File: config.mk
export PLATFORM = sky130hd
export DESIGN_NAME = lds_slave
export DESIGN_NICKNAME = d
export VERILOG_FILES = /design/src/hdl/lds_fifo.v /design/src/hdl/lds_slave.v
export VERILOG_INCLUDE_DIRS = /design/src /design/src/hdl
export SDC_FILE = /design/constraint.sdc
export NUM_CORES = 1
export LEC_CHECK = 0
export BUFFER_PORTS_ARGS = -buffer_cell sky130_fd_sc_hd__buf_2
export CAP_MARGIN = 20
export CORE_ASPECT_RATIO = 1.2
export CORE_UTILIZATION = 45
export DETAILED_ROUTE_END_ITERATION = 10
export PLACE_DENSITY = 0.57
export SLEW_MARGIN = 10
export SYNTH_ARGS = -nofsm -noshare
export SYNTH_HDL_FRONTEND = slang
export SYNTH_SLANG_ARGS = --single-unit
File: constraint.sdc
create_clock -name I_CLOCK -period 8.05 [get_ports I_CLOCK]
set_clock_uncertainty 0.2 [all_clocks]
set_input_delay 1.61 -clock I_CLOCK [delete_from_list [all_inputs] [get_ports I_CLOCK]]
set_output_delay 1.61 -clock I_CLOCK [all_outputs]
set_load 0.005 [all_outputs]
File: src/hdl/lds_map.vh
// Constants for the LED driver two-wire slave front end.
// Included by the slave design file and the bench files; definitions only.
`ifndef LDS_MAP_VH
`define LDS_MAP_VH
`define LDS_BASE_ADDR 7'h00
`define LDS_CMD_DIGIT0 8'h01
`define LDS_CMD_DIGIT7 8'h08
`define LDS_CMD_DECODE 8'h09
`define LDS_CMD_INTENS 8'h0A
`define LDS_CMD_SCANLIM 8'h0B
`define LDS_CMD_SHUTDN 8'h0C
`define LDS_CMD_SELFADR 8'h2D
`define LDS_CMD_FEATURE 8'h0E
`define LDS_CMD_DISPTST 8'h0F
`define LDS_RST_DECODE 8'h00
`define LDS_RST_INTENS 8'h00
`define LDS_RST_SCANLIM 8'h00
`define LDS_RST_SHUTDN 8'h00
`define LDS_RST_FEATURE 8'h00
`define LDS_RST_DISPTST 8'h00
`define LDS_SHD_RUN_BIT 0
`define LDS_SHD_KEEP_BIT 7
`define LDS_FIFO_DEPTH 32
`endif

File: src/hdl/lds_fifo.v
// Synchronous FIFO with valid/ready on both sides, registered read data.
// Single clock domain; reset asynchronous active low.
`timescale 1ns/10ps
`default_nettype none
module lds_fifo #(
  parameter WIDTH = 16,
  parameter DEPTH = 32,
  parameter AW = 5
)(
  input wire i_clk, // Clock
  input wire i_rst_n, // Async reset, low
  input wire [WIDTH-1:0] i_wdata, // Write data
  input wire i_wvalid, // Write request
  output wire o_wready, // Not full
  output reg [WIDTH-1:0] o_rdata, // Read data
  output wire o_rvalid, // Head valid
  input wire i_rready // Head taken
);
  reg [WIDTH-1:0] mem [0:DEPTH-1];
  reg [AW:0] wp_ff;
  reg [AW:0] rp_ff;
  reg hv_ff;
  wire [AW:0] cnt = wp_ff - rp_ff;
  wire full = (cnt == DEPTH);
  wire stored = (cnt != {(AW+1){1'b0}});
  wire pop = stored && (!hv_ff || i_rready);
  assign o_wready = !full;
  assign o_rvalid = hv_ff;
  // Storage write; no reset so it maps to RAM
  always @(posedge i_clk)
  begin
    if (i_wvalid && !full)
      mem[wp_ff[AW-1:0]] <= i_wdata;
  end
  // Pointers and output register stage
  always @(posedge i_clk or negedge i_rst_n)
  begin
    if (!i_rst_n)
    begin
      wp_ff <= {(AW+1){1'b0}};
      rp_ff <= {(AW+1){1'b0}};
      hv_ff <= 1'b0;
      o_rdata <= {WIDTH{1'b0}};
    end
    else
    begin
      if (i_wvalid && !full)
        wp_ff <= wp_ff + 1'b1;
      if (pop)
      begin
        rp_ff <= rp_ff + 1'b1;
        o_rdata <= mem[rp_ff[AW-1:0]];
        hv_ff <= 1'b1;
      end
      else if (i_rready)
        hv_ff <= 1'b0;
    end
  end
endmodule // lds_fifo
`default_nettype wire

File: src/hdl/lds_slave.v
// Two-wire bus slave and command decoder of an LED display driver.
// Assumes SCL and SDA arrive asynchronously and are oversampled at 20 MHz.
// Functional notes
// Slave only: master drives clock, START and STOP.
// Bus rates up to 3.4 MHz high-speed mode supported.
// Master starts only when both lines are idle high.
// Data stable while clock high; changes then are conditions.
// START is SDA fall with SCL high; STOP is SDA rise.
// Bytes plus ninth acknowledge bit; byte count unlimited.
// Acknowledger holds SDA low through the ninth clock high.
// Master NACKs last read byte; device then releases SDA.
// Write: address and every data byte are acknowledged.
// Read: device sends bytes after acknowledged address.
// First byte is address, MSB first; last bit one means read.
// Address is all zeros after power-up.
// Two low address bits are select bits set by self-address.
// Shorted node gives zero, open node gives one.
// Low bit from key return with G node, high with F.
// Master issues one self-address command after each startup.
// Acknowledge after matching address and direction bit.
// Command byte is bits fifteen to eight of received word.
// Power-up resets registers, blanks display, enters shutdown.
// Defaults: one digit scanned, decoder off, minimum intensity.
// Shutdown register write with bit zero clear enters shutdown; digits retained.
// Shutdown write with bit seven clear zeroes feature register.
// Bit zero one runs, zero shuts down; bit seven keeps features.
// Address mismatch: SDA released until next START.
`timescale 1ns/10ps
`default_nettype none
`include "lds_map.vh"
module lds_slave #(
  parameter FIFO_DEPTH = `LDS_FIFO_DEPTH
)(
  input wire I_CLOCK, // 20 MHz clock
  input wire I_RESETN, // Async reset, low
  input wire I_SCL, // Bus clock pin
  input wire I_SDA, // Bus data pin in
  output wire O_SDA, // Bus data out, always 0
  output reg O_SDA_OE, // High while pulling SDA low
  input wire I_KEY_RETURN_FIRST_SEG_G, // Node level, low when shorted
  input wire I_KEY_RETURN_FIRST_SEG_F, // Node level, low when shorted
  input wire [7:0] I_READ_DATA, // Byte returned on reads
  output wire [15:0] O_WR_WORD, // Received command and data word
  output wire O_WR_VALID, // Word available
  input wire I_WR_READY, // Word consumed
  output reg [7:0] O_LAST_CMD, // Last command byte (read pointer)
  output reg [6:0] O_DEV_ADDR, // Current slave address
  output reg O_SHUTDOWN, // Display in shutdown
  output reg O_BLANK, // Display blanked
  output reg [7:0] O_DECODE, // Decode enable
  output reg [7:0] O_INTENSITY, // Global intensity
  output reg [7:0] O_SCAN_LIMIT, // Scan limit
  output reg [7:0] O_FEATURE, // Feature register
  output reg [7:0] O_DISP_TEST // Display test
);
  // Transfer states
  localparam ST_IDLE = 3'h0;
  localparam ST_ADDR = 3'h1;
  localparam ST_WRITE = 3'h2;
  localparam ST_READ = 3'h3;
  localparam ST_SKIP = 3'h4;
  // Pointer width follows the depth so a deeper FIFO still wraps right
  localparam FIFO_AW = $clog2(FIFO_DEPTH);
  // Two-flop synchronisers then a history flop for edges
  reg scl_m_ff, scl_s_ff, scl_d_ff;
  reg sda_m_ff, sda_s_ff, sda_d_ff;
  always @(posedge I_CLOCK or negedge I_RESETN)
  begin
    if (!I_RESETN)
    begin
      scl_m_ff <= 1'b1;
      scl_s_ff <= 1'b1;
      scl_d_ff <= 1'b1;
      sda_m_ff <= 1'b1;
      sda_s_ff <= 1'b1;
      sda_d_ff <= 1'b1;
    end
    else
    begin
      scl_m_ff <= I_SCL;
      scl_s_ff <= scl_m_ff;
      scl_d_ff <= scl_s_ff;
      sda_m_ff <= I_SDA;
      sda_s_ff <= sda_m_ff;
      sda_d_ff <= sda_s_ff;
    end
  end
  // Key nodes are pins too; two flops before the address logic reads
  // them, reset to the open level so nothing looks shorted early
  reg key_g_m_ff, key_g_s_ff, key_f_m_ff, key_f_s_ff;
  always @(posedge I_CLOCK or negedge I_RESETN)
  begin
    if (!I_RESETN)
    begin
      key_g_m_ff <= 1'b1;
      key_g_s_ff <= 1'b1;
      key_f_m_ff <= 1'b1;
      key_f_s_ff <= 1'b1;
    end
    else
    begin
      key_g_m_ff <= I_KEY_RETURN_FIRST_SEG_G;
      key_g_s_ff <= key_g_m_ff;
      key_f_m_ff <= I_KEY_RETURN_FIRST_SEG_F;
      key_f_s_ff <= key_f_m_ff;
    end
  end
  // At 20 MHz a 3.4 MHz clock gives under 6 samples per period; a
  // faster system clock is needed for full high-speed margin.
  wire scl_rise = scl_s_ff && !scl_d_ff;
  wire scl_fall = !scl_s_ff && scl_d_ff;
  // Conditions only when SDA moves with SCL high, see
  wire start_det = scl_s_ff && scl_d_ff && sda_d_ff && !sda_s_ff;
  wire stop_det = scl_s_ff && scl_d_ff && !sda_d_ff && sda_s_ff;
  // Serial engine state
  reg [2:0] st_ff;
  reg [3:0] bit_ff;
  reg [7:0] sh_ff;
  reg ack_ph_ff;
  reg nack_ff;
  reg [1:0] byte_ff;
  reg [7:0] cmd_ff;
  reg self_ff;
  // Received word heading for the FIFO
  reg [15:0] word_ff;
  reg push_ff;
  // Base code; only its upper five bits survive self-addressing
  wire [6:0] base_addr = `LDS_BASE_ADDR;
  function addr_match;
    input [6:0] rx;
    input [6:0] own;
    begin
      addr_match = (rx == own);
    end
  endfunction
  // Serial engine; only reacts to master-made edges, see
  always @(posedge I_CLOCK or negedge I_RESETN)
  begin
    if (!I_RESETN)
    begin
      st_ff <= ST_IDLE;
      bit_ff <= 4'h0;
      sh_ff <= 8'h00;
      ack_ph_ff <= 1'b0;
      nack_ff <= 1'b0;
      byte_ff <= 2'h0;
      cmd_ff <= 8'h00;
      word_ff <= 16'h0000;
      push_ff <= 1'b0;
      O_SDA_OE <= 1'b0;
      O_LAST_CMD <= 8'h00;
    end
    else
    begin
      push_ff <= 1'b0;
      if (start_det)
      begin
        // Repeated START also restarts address phase, see
        st_ff <= ST_ADDR;
        bit_ff <= 4'h0;
        ack_ph_ff <= 1'b0;
        byte_ff <= 2'h0;
        O_SDA_OE <= 1'b0;
      end
      else if (stop_det)
      begin
        st_ff <= ST_IDLE;
        O_SDA_OE <= 1'b0;
      end
      else
      begin
        case (st_ff)
          ST_IDLE, ST_SKIP:
          begin
            O_SDA_OE <= 1'b0;
          end
          ST_ADDR, ST_WRITE:
          begin
            if (scl_rise && !ack_ph_ff)
            begin
              sh_ff <= {sh_ff[6:0], sda_s_ff}; // MSB first, see
              bit_ff <= bit_ff + 4'h1;
            end
            if (scl_fall && !ack_ph_ff && bit_ff == 4'h8)
            begin
              ack_ph_ff <= 1'b1;
              bit_ff <= 4'h0;
              if (st_ff == ST_ADDR)
              begin
                if (addr_match(sh_ff[7:1], O_DEV_ADDR))
                  O_SDA_OE <= 1'b1;
                else
                  st_ff <= ST_SKIP;
              end
              else
                O_SDA_OE <= 1'b1; // Every data byte acked, see
              if (st_ff == ST_WRITE)
              begin
                // Two bytes make a word, command first, see
                if (byte_ff == 2'h0)
                begin
                  cmd_ff <= sh_ff;
                  O_LAST_CMD <= sh_ff;
                  byte_ff <= 2'h1;
                end
                else
                begin
                  word_ff <= {cmd_ff, sh_ff};
                  push_ff <= 1'b1;
                end
              end
            end
            else if (scl_fall && ack_ph_ff)
            begin
              // Ack held through whole ninth high, see
              ack_ph_ff <= 1'b0;
              O_SDA_OE <= 1'b0;
              if (st_ff == ST_ADDR)
              begin
                if (sh_ff[0])
                begin
                  st_ff <= ST_READ;
                  sh_ff <= I_READ_DATA;
                  O_SDA_OE <= !I_READ_DATA[7];
                  bit_ff <= 4'h1;
                end
                else
                  st_ff <= ST_WRITE;
              end
            end
          end
          // Slave transmits; master acks every byte but the last
          ST_READ:
          begin
            if (scl_fall && !ack_ph_ff)
            begin
              if (bit_ff == 4'h8)
              begin
                ack_ph_ff <= 1'b1;
                O_SDA_OE <= 1'b0; // Master acks, line released
              end
              else
              begin
                O_SDA_OE <= !sh_ff[3'h7 - bit_ff[2:0]];
                bit_ff <= bit_ff + 4'h1;
              end
            end
            else if (scl_rise && ack_ph_ff)
              nack_ff <= sda_s_ff;
            else if (scl_fall && ack_ph_ff)
            begin
              ack_ph_ff <= 1'b0;
              if (nack_ff)
              begin
                st_ff <= ST_SKIP; // Release for STOP, see
                O_SDA_OE <= 1'b0;
              end
              else
              begin
                sh_ff <= I_READ_DATA;
                O_SDA_OE <= !I_READ_DATA[7];
                bit_ff <= 4'h1;
              end
            end
          end
          default:
          begin
            st_ff <= ST_IDLE;
            O_SDA_OE <= 1'b0;
          end
        endcase
      end
    end
  end
  // Open drain: only ever drives low
  assign O_SDA = 1'b0;
  // Word FIFO decouples bus from register consumers; when full the
  // word is dropped since a slave here does not stretch the clock.
  lds_fifo #(
    .WIDTH(16),
    .DEPTH(FIFO_DEPTH),
    .AW(FIFO_AW)
  ) u_fifo (
    .i_clk(I_CLOCK),
    .i_rst_n(I_RESETN),
    .i_wdata(word_ff),
    .i_wvalid(push_ff),
    .o_wready(), // Full only drops, never stalls
    .o_rdata(O_WR_WORD),
    .o_rvalid(O_WR_VALID),
    .i_rready(I_WR_READY)
  );
  // Control registers applied at push time
  wire [7:0] w_cmd = word_ff[15:8];
  wire [7:0] w_dat = word_ff[7:0];
  always @(posedge I_CLOCK or negedge I_RESETN)
  begin
    if (!I_RESETN)
    begin
      O_DEV_ADDR <= `LDS_BASE_ADDR;
      O_SHUTDOWN <= 1'b1;
      O_BLANK <= 1'b1;
      O_DECODE <= `LDS_RST_DECODE;
      O_INTENSITY <= `LDS_RST_INTENS;
      O_SCAN_LIMIT <= `LDS_RST_SCANLIM;
      O_FEATURE <= `LDS_RST_FEATURE;
      O_DISP_TEST <= `LDS_RST_DISPTST;
      self_ff <= 1'b0;
    end
    else if (push_ff)
    begin
      case (w_cmd)
        `LDS_CMD_DECODE: O_DECODE <= w_dat;
        `LDS_CMD_INTENS: O_INTENSITY <= w_dat;
        `LDS_CMD_SCANLIM: O_SCAN_LIMIT <= w_dat;
        `LDS_CMD_FEATURE: O_FEATURE <= w_dat;
        `LDS_CMD_DISPTST: O_DISP_TEST <= w_dat;
        `LDS_CMD_SHUTDN:
        begin
          O_SHUTDOWN <= !w_dat[`LDS_SHD_RUN_BIT];
          O_BLANK <= !w_dat[`LDS_SHD_RUN_BIT];
          if (!w_dat[`LDS_SHD_KEEP_BIT])
            O_FEATURE <= `LDS_RST_FEATURE;
        end
        `LDS_CMD_SELFADR:
        begin
          // One-shot until reset; a late command cannot move a live address
          if (!self_ff)
          begin
            // Open node reads 1, shorted 0, see
            O_DEV_ADDR <= {base_addr[6:2], key_f_s_ff, key_g_s_ff};
            self_ff <= 1'b1;
          end
        end
        default:
        begin
          self_ff <= self_ff; // Digit writes live outside; retained, see
        end
      endcase
    end
  end
endmodule // lds_slave
`default_nettype wire

==> flow_results.org <==
** Run status
- The flow ran to the end, and the final reports show no timing, DRC or antenna violations.

** Route
- Wirelength, routed :: 58600 um
- In the final routed layout, each cell accounts on average for ~27 um.
- Total via count in the routed design :: 12500
- In the detailed route, the total length drawn on met3 is between 2000 and 3000 um.
- After detailed routing, the number of vias per cell comes to about 5.7.
- Met2 Wirelength :: approximately 30000 um
- In this run, the number of DRC markers left after iteration 0 of detailed routing was about 1000.
- TritonRoute pass-1 iters :: 8
- # DRC :: 0
- After detailed routing, the wire length on met1 is 24400 um.
- Antenna violation net count after detailed routing :: 0
- Uppermost layer routed :: met4

** GRT
- Largest net degree at the start of global routing :: approximately 100
- The number of antenna violations at the first check in global routing came to 0.
- The first global-routing pass estimated about 88000 um of wire.
- The via count of the first global-routing pass was between 10000 and 15000.
- Global routing used between 20% and 30% of the available tracks.
- Summed over all layers, the global routing overflow is 0.

** Power
- Dividing total power by cell area gives a power density of roughly 230 nW/um^2.
- Per report_power, the combinational group accounts for ~2% of the total.
- P_leak :: just under 9 nW
- Sw power :: between 0.001 and 0.0015 W
- Part of the power in the clock network :: between 40% and 50%
- Overall power of the completed layout :: roughly 0.0066 W
- Internal power comes to between 0.005 and 0.006 W.
- Switching share of power :: roughly 21%
- Max rail drop VDD :: 0.174 mV
- Registers are responsible for roughly 54% of the overall power.

** Synthesis
- The synthesized design contains between 500 and 600 enable-type register cells.
- Average instance area after synthesis :: 19.7 sq um
- Top cells by area in the synthesized netlist :: sky130_fd_sc_hd__edfxtp_1, sky130_fd_sc_hd__mux4_2, sky130_fd_sc_hd__dfrtp_1
- Dominant synthesized flop cell :: sky130_fd_sc_hd__edfxtp_1
- After technology mapping, the gate count stands at approximately 1300.
- Summing the sequential cell areas from Yosys gives 73.1% of the chip area.
- Area share of the largest cell type after synthesis :: approximately three fifths
- The synthesized netlist occupies a cell area of 25400 sq um.
- Number of warnings issued by yosys :: 0
- The synthesized design contains between 600 and 700 register bits.
- After synthesis, the netlist uses 70 different library cells.
- Area leader, netlist :: sky130_fd_sc_hd__edfxtp_1
- FFs w/ async S/R, synth :: between 10% and 20%

** Placement
- In this run the tool buffered the top-level ports with 84 buffer cells.
- At the end of routability-driven placement, the weighted congestion stood at between 0.8 and 0.9.
- Including well taps, the total number of placed cells is just over 2000.
- At the placement stage, the worst setup path has a slack of between 2 and 3 ns.
- The wire-length estimate of the detail-placed layout is around 37000 um.

** STA
- Once routing completed, OpenROAD measured the worst setup slack at 3.19 ns.
- Setup-violating endpoint count in the final report :: 0
- Slew margin rel. :: 27.8%
- Number of max-slew violations in the final report :: 0
- Setup repair after global routing missed its margin :: false
- Hold_ws :: around 0.16 ns
- After routing, the total negative slack on setup checks comes to 0 ns.
- Share of the cycle needed by the critical path after routing :: about three fifths
- Maximum operating frequency :: about 210 MHz
- The final-report hold violation count is 0.
- Crit path time final :: a little under 5 ns
- Pin slew with the least headroom to its limit :: ~1.1 ns

** Finish
- Number of filler cells placed in the layout :: 4540
- Share of post-route cells with drive strength above 1 :: approximately 33%
- Post-Layout Cell Count :: between 2000 and 2500
- Synthesis-to-finish area growth :: 13.3%
- After the last flow step, the layout net total stands at roughly 1400.

** Clock tree
- TritonCTS buffer count :: 61
- The number of hold buffers added after CTS was 0.
- TritonCTS built the clock tree.
- Post-CTS timing repair inserted 0 buffers for setup.
- Maximum level of the CTS H-tree :: 2
- CTS saw 639 sinks.
- Later-pin clock latency in the skew report :: 0.64 ns
- Number of buffers on the longest clock path :: 3
- Clock root cell :: sky130_fd_sc_hd__clkbuf_16
- Clock transition at the registers of the reported paths :: approximately 0.07 ns
- Once the clock tree was built, the resizer swapped 0 gates to a different size.

** Setup path
- Startpoint types :: register
- Critical-path maximum fanout :: 20
- The critical path in this run is classified as register to register.
- STA puts the critical path data required time at between 8 and 9 ns.
- Critical Path Sink Type :: register
- Path depth of the worst reg2reg path :: 9
- Worst Path Arrival :: between 4 and 5 ns
- Across all register-to-register paths, the minimum setup slack is 3.19 ns.

** Floorplan
- Row count :: 95
- The floorplan step set the die height to between 200 and 300 um.
- Measured along the x axis, the die boundary spans 219 um.
- Core box area :: between 50000 and 60000 sq um
- Initial Utilization :: between 40% and 50%
- Number of top-level pins :: slightly above 90
- Die footprint :: ~57000 sq um

** Hold path
- The worst hold path belongs to the class register to register.
- Worst hold path depth :: 0

** Flow run
- The tool flagged a number of max-cap violations equal to 0.
registers in the layout, summed over array words and instances, names as in the netlist, 2 cells and up:
signal	count
O_SCAN_LIMIT	8
u_fifo.wp_ff	6
u_fifo.mem	512
O_DECODE	8
O_FEATURE	8
bit_ff	4
sh_ff	8
O_INTENSITY	8
cmd_ff	8
word_ff	16
O_DISP_TEST	8
u_fifo.o_rdata	16
u_fifo.rp_ff	6
st_ff	3
O_DEV_ADDR	2
cells in the final DEF (no fill, tap or decap), types with 3 or more instances in the layout:
cell type | Yosys | final
sky130_fd_sc_hd__a21oi_1 | 15 | 15
sky130_fd_sc_hd__a31oi_1 | 4 | 4
sky130_fd_sc_hd__and2_1 | 3 | 3
sky130_fd_sc_hd__and3_1 | 7 | 7
sky130_fd_sc_hd__buf_2 | 19 | 83
sky130_fd_sc_hd__buf_4 | 10 | 34
sky130_fd_sc_hd__bufinv_16 | 0 | 7
sky130_fd_sc_hd__clkbuf_1 | 25 | 6
sky130_fd_sc_hd__clkbuf_16 | 0 | 61
sky130_fd_sc_hd__clkbuf_4 | 0 | 4
sky130_fd_sc_hd__clkinv_1 | 1 | 13
sky130_fd_sc_hd__clkinv_2 | 0 | 16
sky130_fd_sc_hd__clkinvlp_4 | 0 | 3
sky130_fd_sc_hd__conb_1 | 1 | 6
sky130_fd_sc_hd__dfrtp_1 | 116 | 106
sky130_fd_sc_hd__dfrtp_2 | 0 | 8
sky130_fd_sc_hd__dfstp_2 | 11 | 11
sky130_fd_sc_hd__edfxtp_1 | 512 | 512
sky130_fd_sc_hd__ha_1 | 12 | 12
sky130_fd_sc_hd__inv_1 | 13 | 13
sky130_fd_sc_hd__mux2_2 | 65 | 65
sky130_fd_sc_hd__mux2_4 | 7 | 7
sky130_fd_sc_hd__mux2i_1 | 26 | 26
sky130_fd_sc_hd__mux4_2 | 150 | 150
sky130_fd_sc_hd__nand2_1 | 64 | 64
sky130_fd_sc_hd__nand2b_1 | 7 | 7
sky130_fd_sc_hd__nand3_1 | 8 | 8
sky130_fd_sc_hd__nand3b_1 | 8 | 8
sky130_fd_sc_hd__nor2_1 | 63 | 47
sky130_fd_sc_hd__nor2_2 | 0 | 16
sky130_fd_sc_hd__nor2b_1 | 7 | 7
sky130_fd_sc_hd__o211ai_1 | 11 | 11
sky130_fd_sc_hd__o21ai_0 | 26 | 26
sky130_fd_sc_hd__o221ai_1 | 14 | 14
sky130_fd_sc_hd__o22ai_1 | 11 | 11
sky130_fd_sc_hd__or3_1 | 3 | 3
sky130_fd_sc_hd__xnor2_1 | 12 | 12
sky130_fd_sc_hd__xor2_1 | 6 | 6
final cells by class:
cell class	instances	area, sq um	share of cell area [%]
clock inverters	44	425	1.48
diodes	1	2.50	0.00869
flip-flops and latches	639	18600	64.5
repair buffers	120	729	2.53
multi-input cells	580	6500	22.6
inverters	15	56.3	0.195
clock buffers	72	1590	5.53
well taps	727	910	3.16
path summary, 6_finish.rpt:
path / startpoint / end
min in group asynchronous: I_RESETN / O_DISP_TEST[0]$_DFFE_PN0P_
worst max register to register: u_fifo.rp_ff[2]$_DFFE_PN0P_ / u_fifo.mem[27][5]$_DFFE_PP_
max in group asynchronous: I_RESETN / scl_d_ff$_DFF_PN1_
worst max-delay path: u_fifo.rp_ff[2]$_DFFE_PN0P_ / u_fifo.mem[27][5]$_DFFE_PP_
worst min register to register: scl_m_ff$_DFF_PN1_ / scl_s_ff$_DFF_PN1_
worst min-delay path: scl_m_ff$_DFF_PN1_ / scl_s_ff$_DFF_PN1_
cell usage after synthesis (all sizes together) (11+ instances only):
cell type / n
edfxtp: 512
mux4: 150
dfrtp: 116
mux2: 73
nand2: 65
nor2: 63
buf: 39
o21ai: 27
mux2i: 26
clkbuf: 25
a21oi: 17
inv: 14
o221ai: 14
ha: 12
o211ai: 12
xnor2: 12
dfstp: 11
o22ai: 11
routing by layer:
metal / track usage, % / vias to the layer above
met5: 0 / -
met4: 5.63 / 0
met3: 3.08 / 79
met2: 35.8 / 350
met1: 28.5 / 6632
li1: - / 5467
logic make-up (layout without fill, tap and decap cells):
kind of cell	count (synthesis)	in the layout	share of synthesized area (%)
xor gates and xnor gates	18	18	0.620
adders and majority gates	12	12	0.591
other	1	7	0.0148
and+or+nand+nor	191	191	3.72
buffers and inverters	79	251	1.59
DFF	639	639	73.1
muxes	249	249	17.7
AOI/OAI and AO/OA	104	104	2.76
power by group through the flow:
stage | combinational, W | sequential [W] | clock (W)
4_1_cts | 0.000132 | 0.00359 | 0.00294
5_1_grt | 0.000151 | 0.00359 | 0.00304
2_1_floorplan | 0.000105 | 0.00364 | 0
3_5_place_dp | 0.000132 | 0.00366 | 0
6_report | 0.000134 | 0.00359 | 0.00288
3_3_place_gp | 0.000131 | 0.00366 | 0
worst max-delay path, cell delays in order, from the launching register on:
cell and delay [ns]:
sky130_fd_sc_hd__dfrtp_1 0.87, sky130_fd_sc_hd__clkinv_1 0.49, sky130_fd_sc_hd__ha_1 0.37, sky130_fd_sc_hd__or2_1 0.26, sky130_fd_sc_hd__o22ai_1 0.19, sky130_fd_sc_hd__mux2i_1 0.11, sky130_fd_sc_hd__o2111ai_1 0.52, sky130_fd_sc_hd__buf_4 0.27
sky130_fd_sc_hd__o211ai_2 0.34, sky130_fd_sc_hd__nor2_2 0.86
stage by stage:
step / instance area, sq um / util, %
floorplan: 25400 / -
global placement: 26700 / 47.9
detailed placement: 26700 / 47.9
CTS: 28800 / 51.5
global route: 28800 / 51.6
finish: 28800 / 51.6
Power figures use the tool's default switching activity.
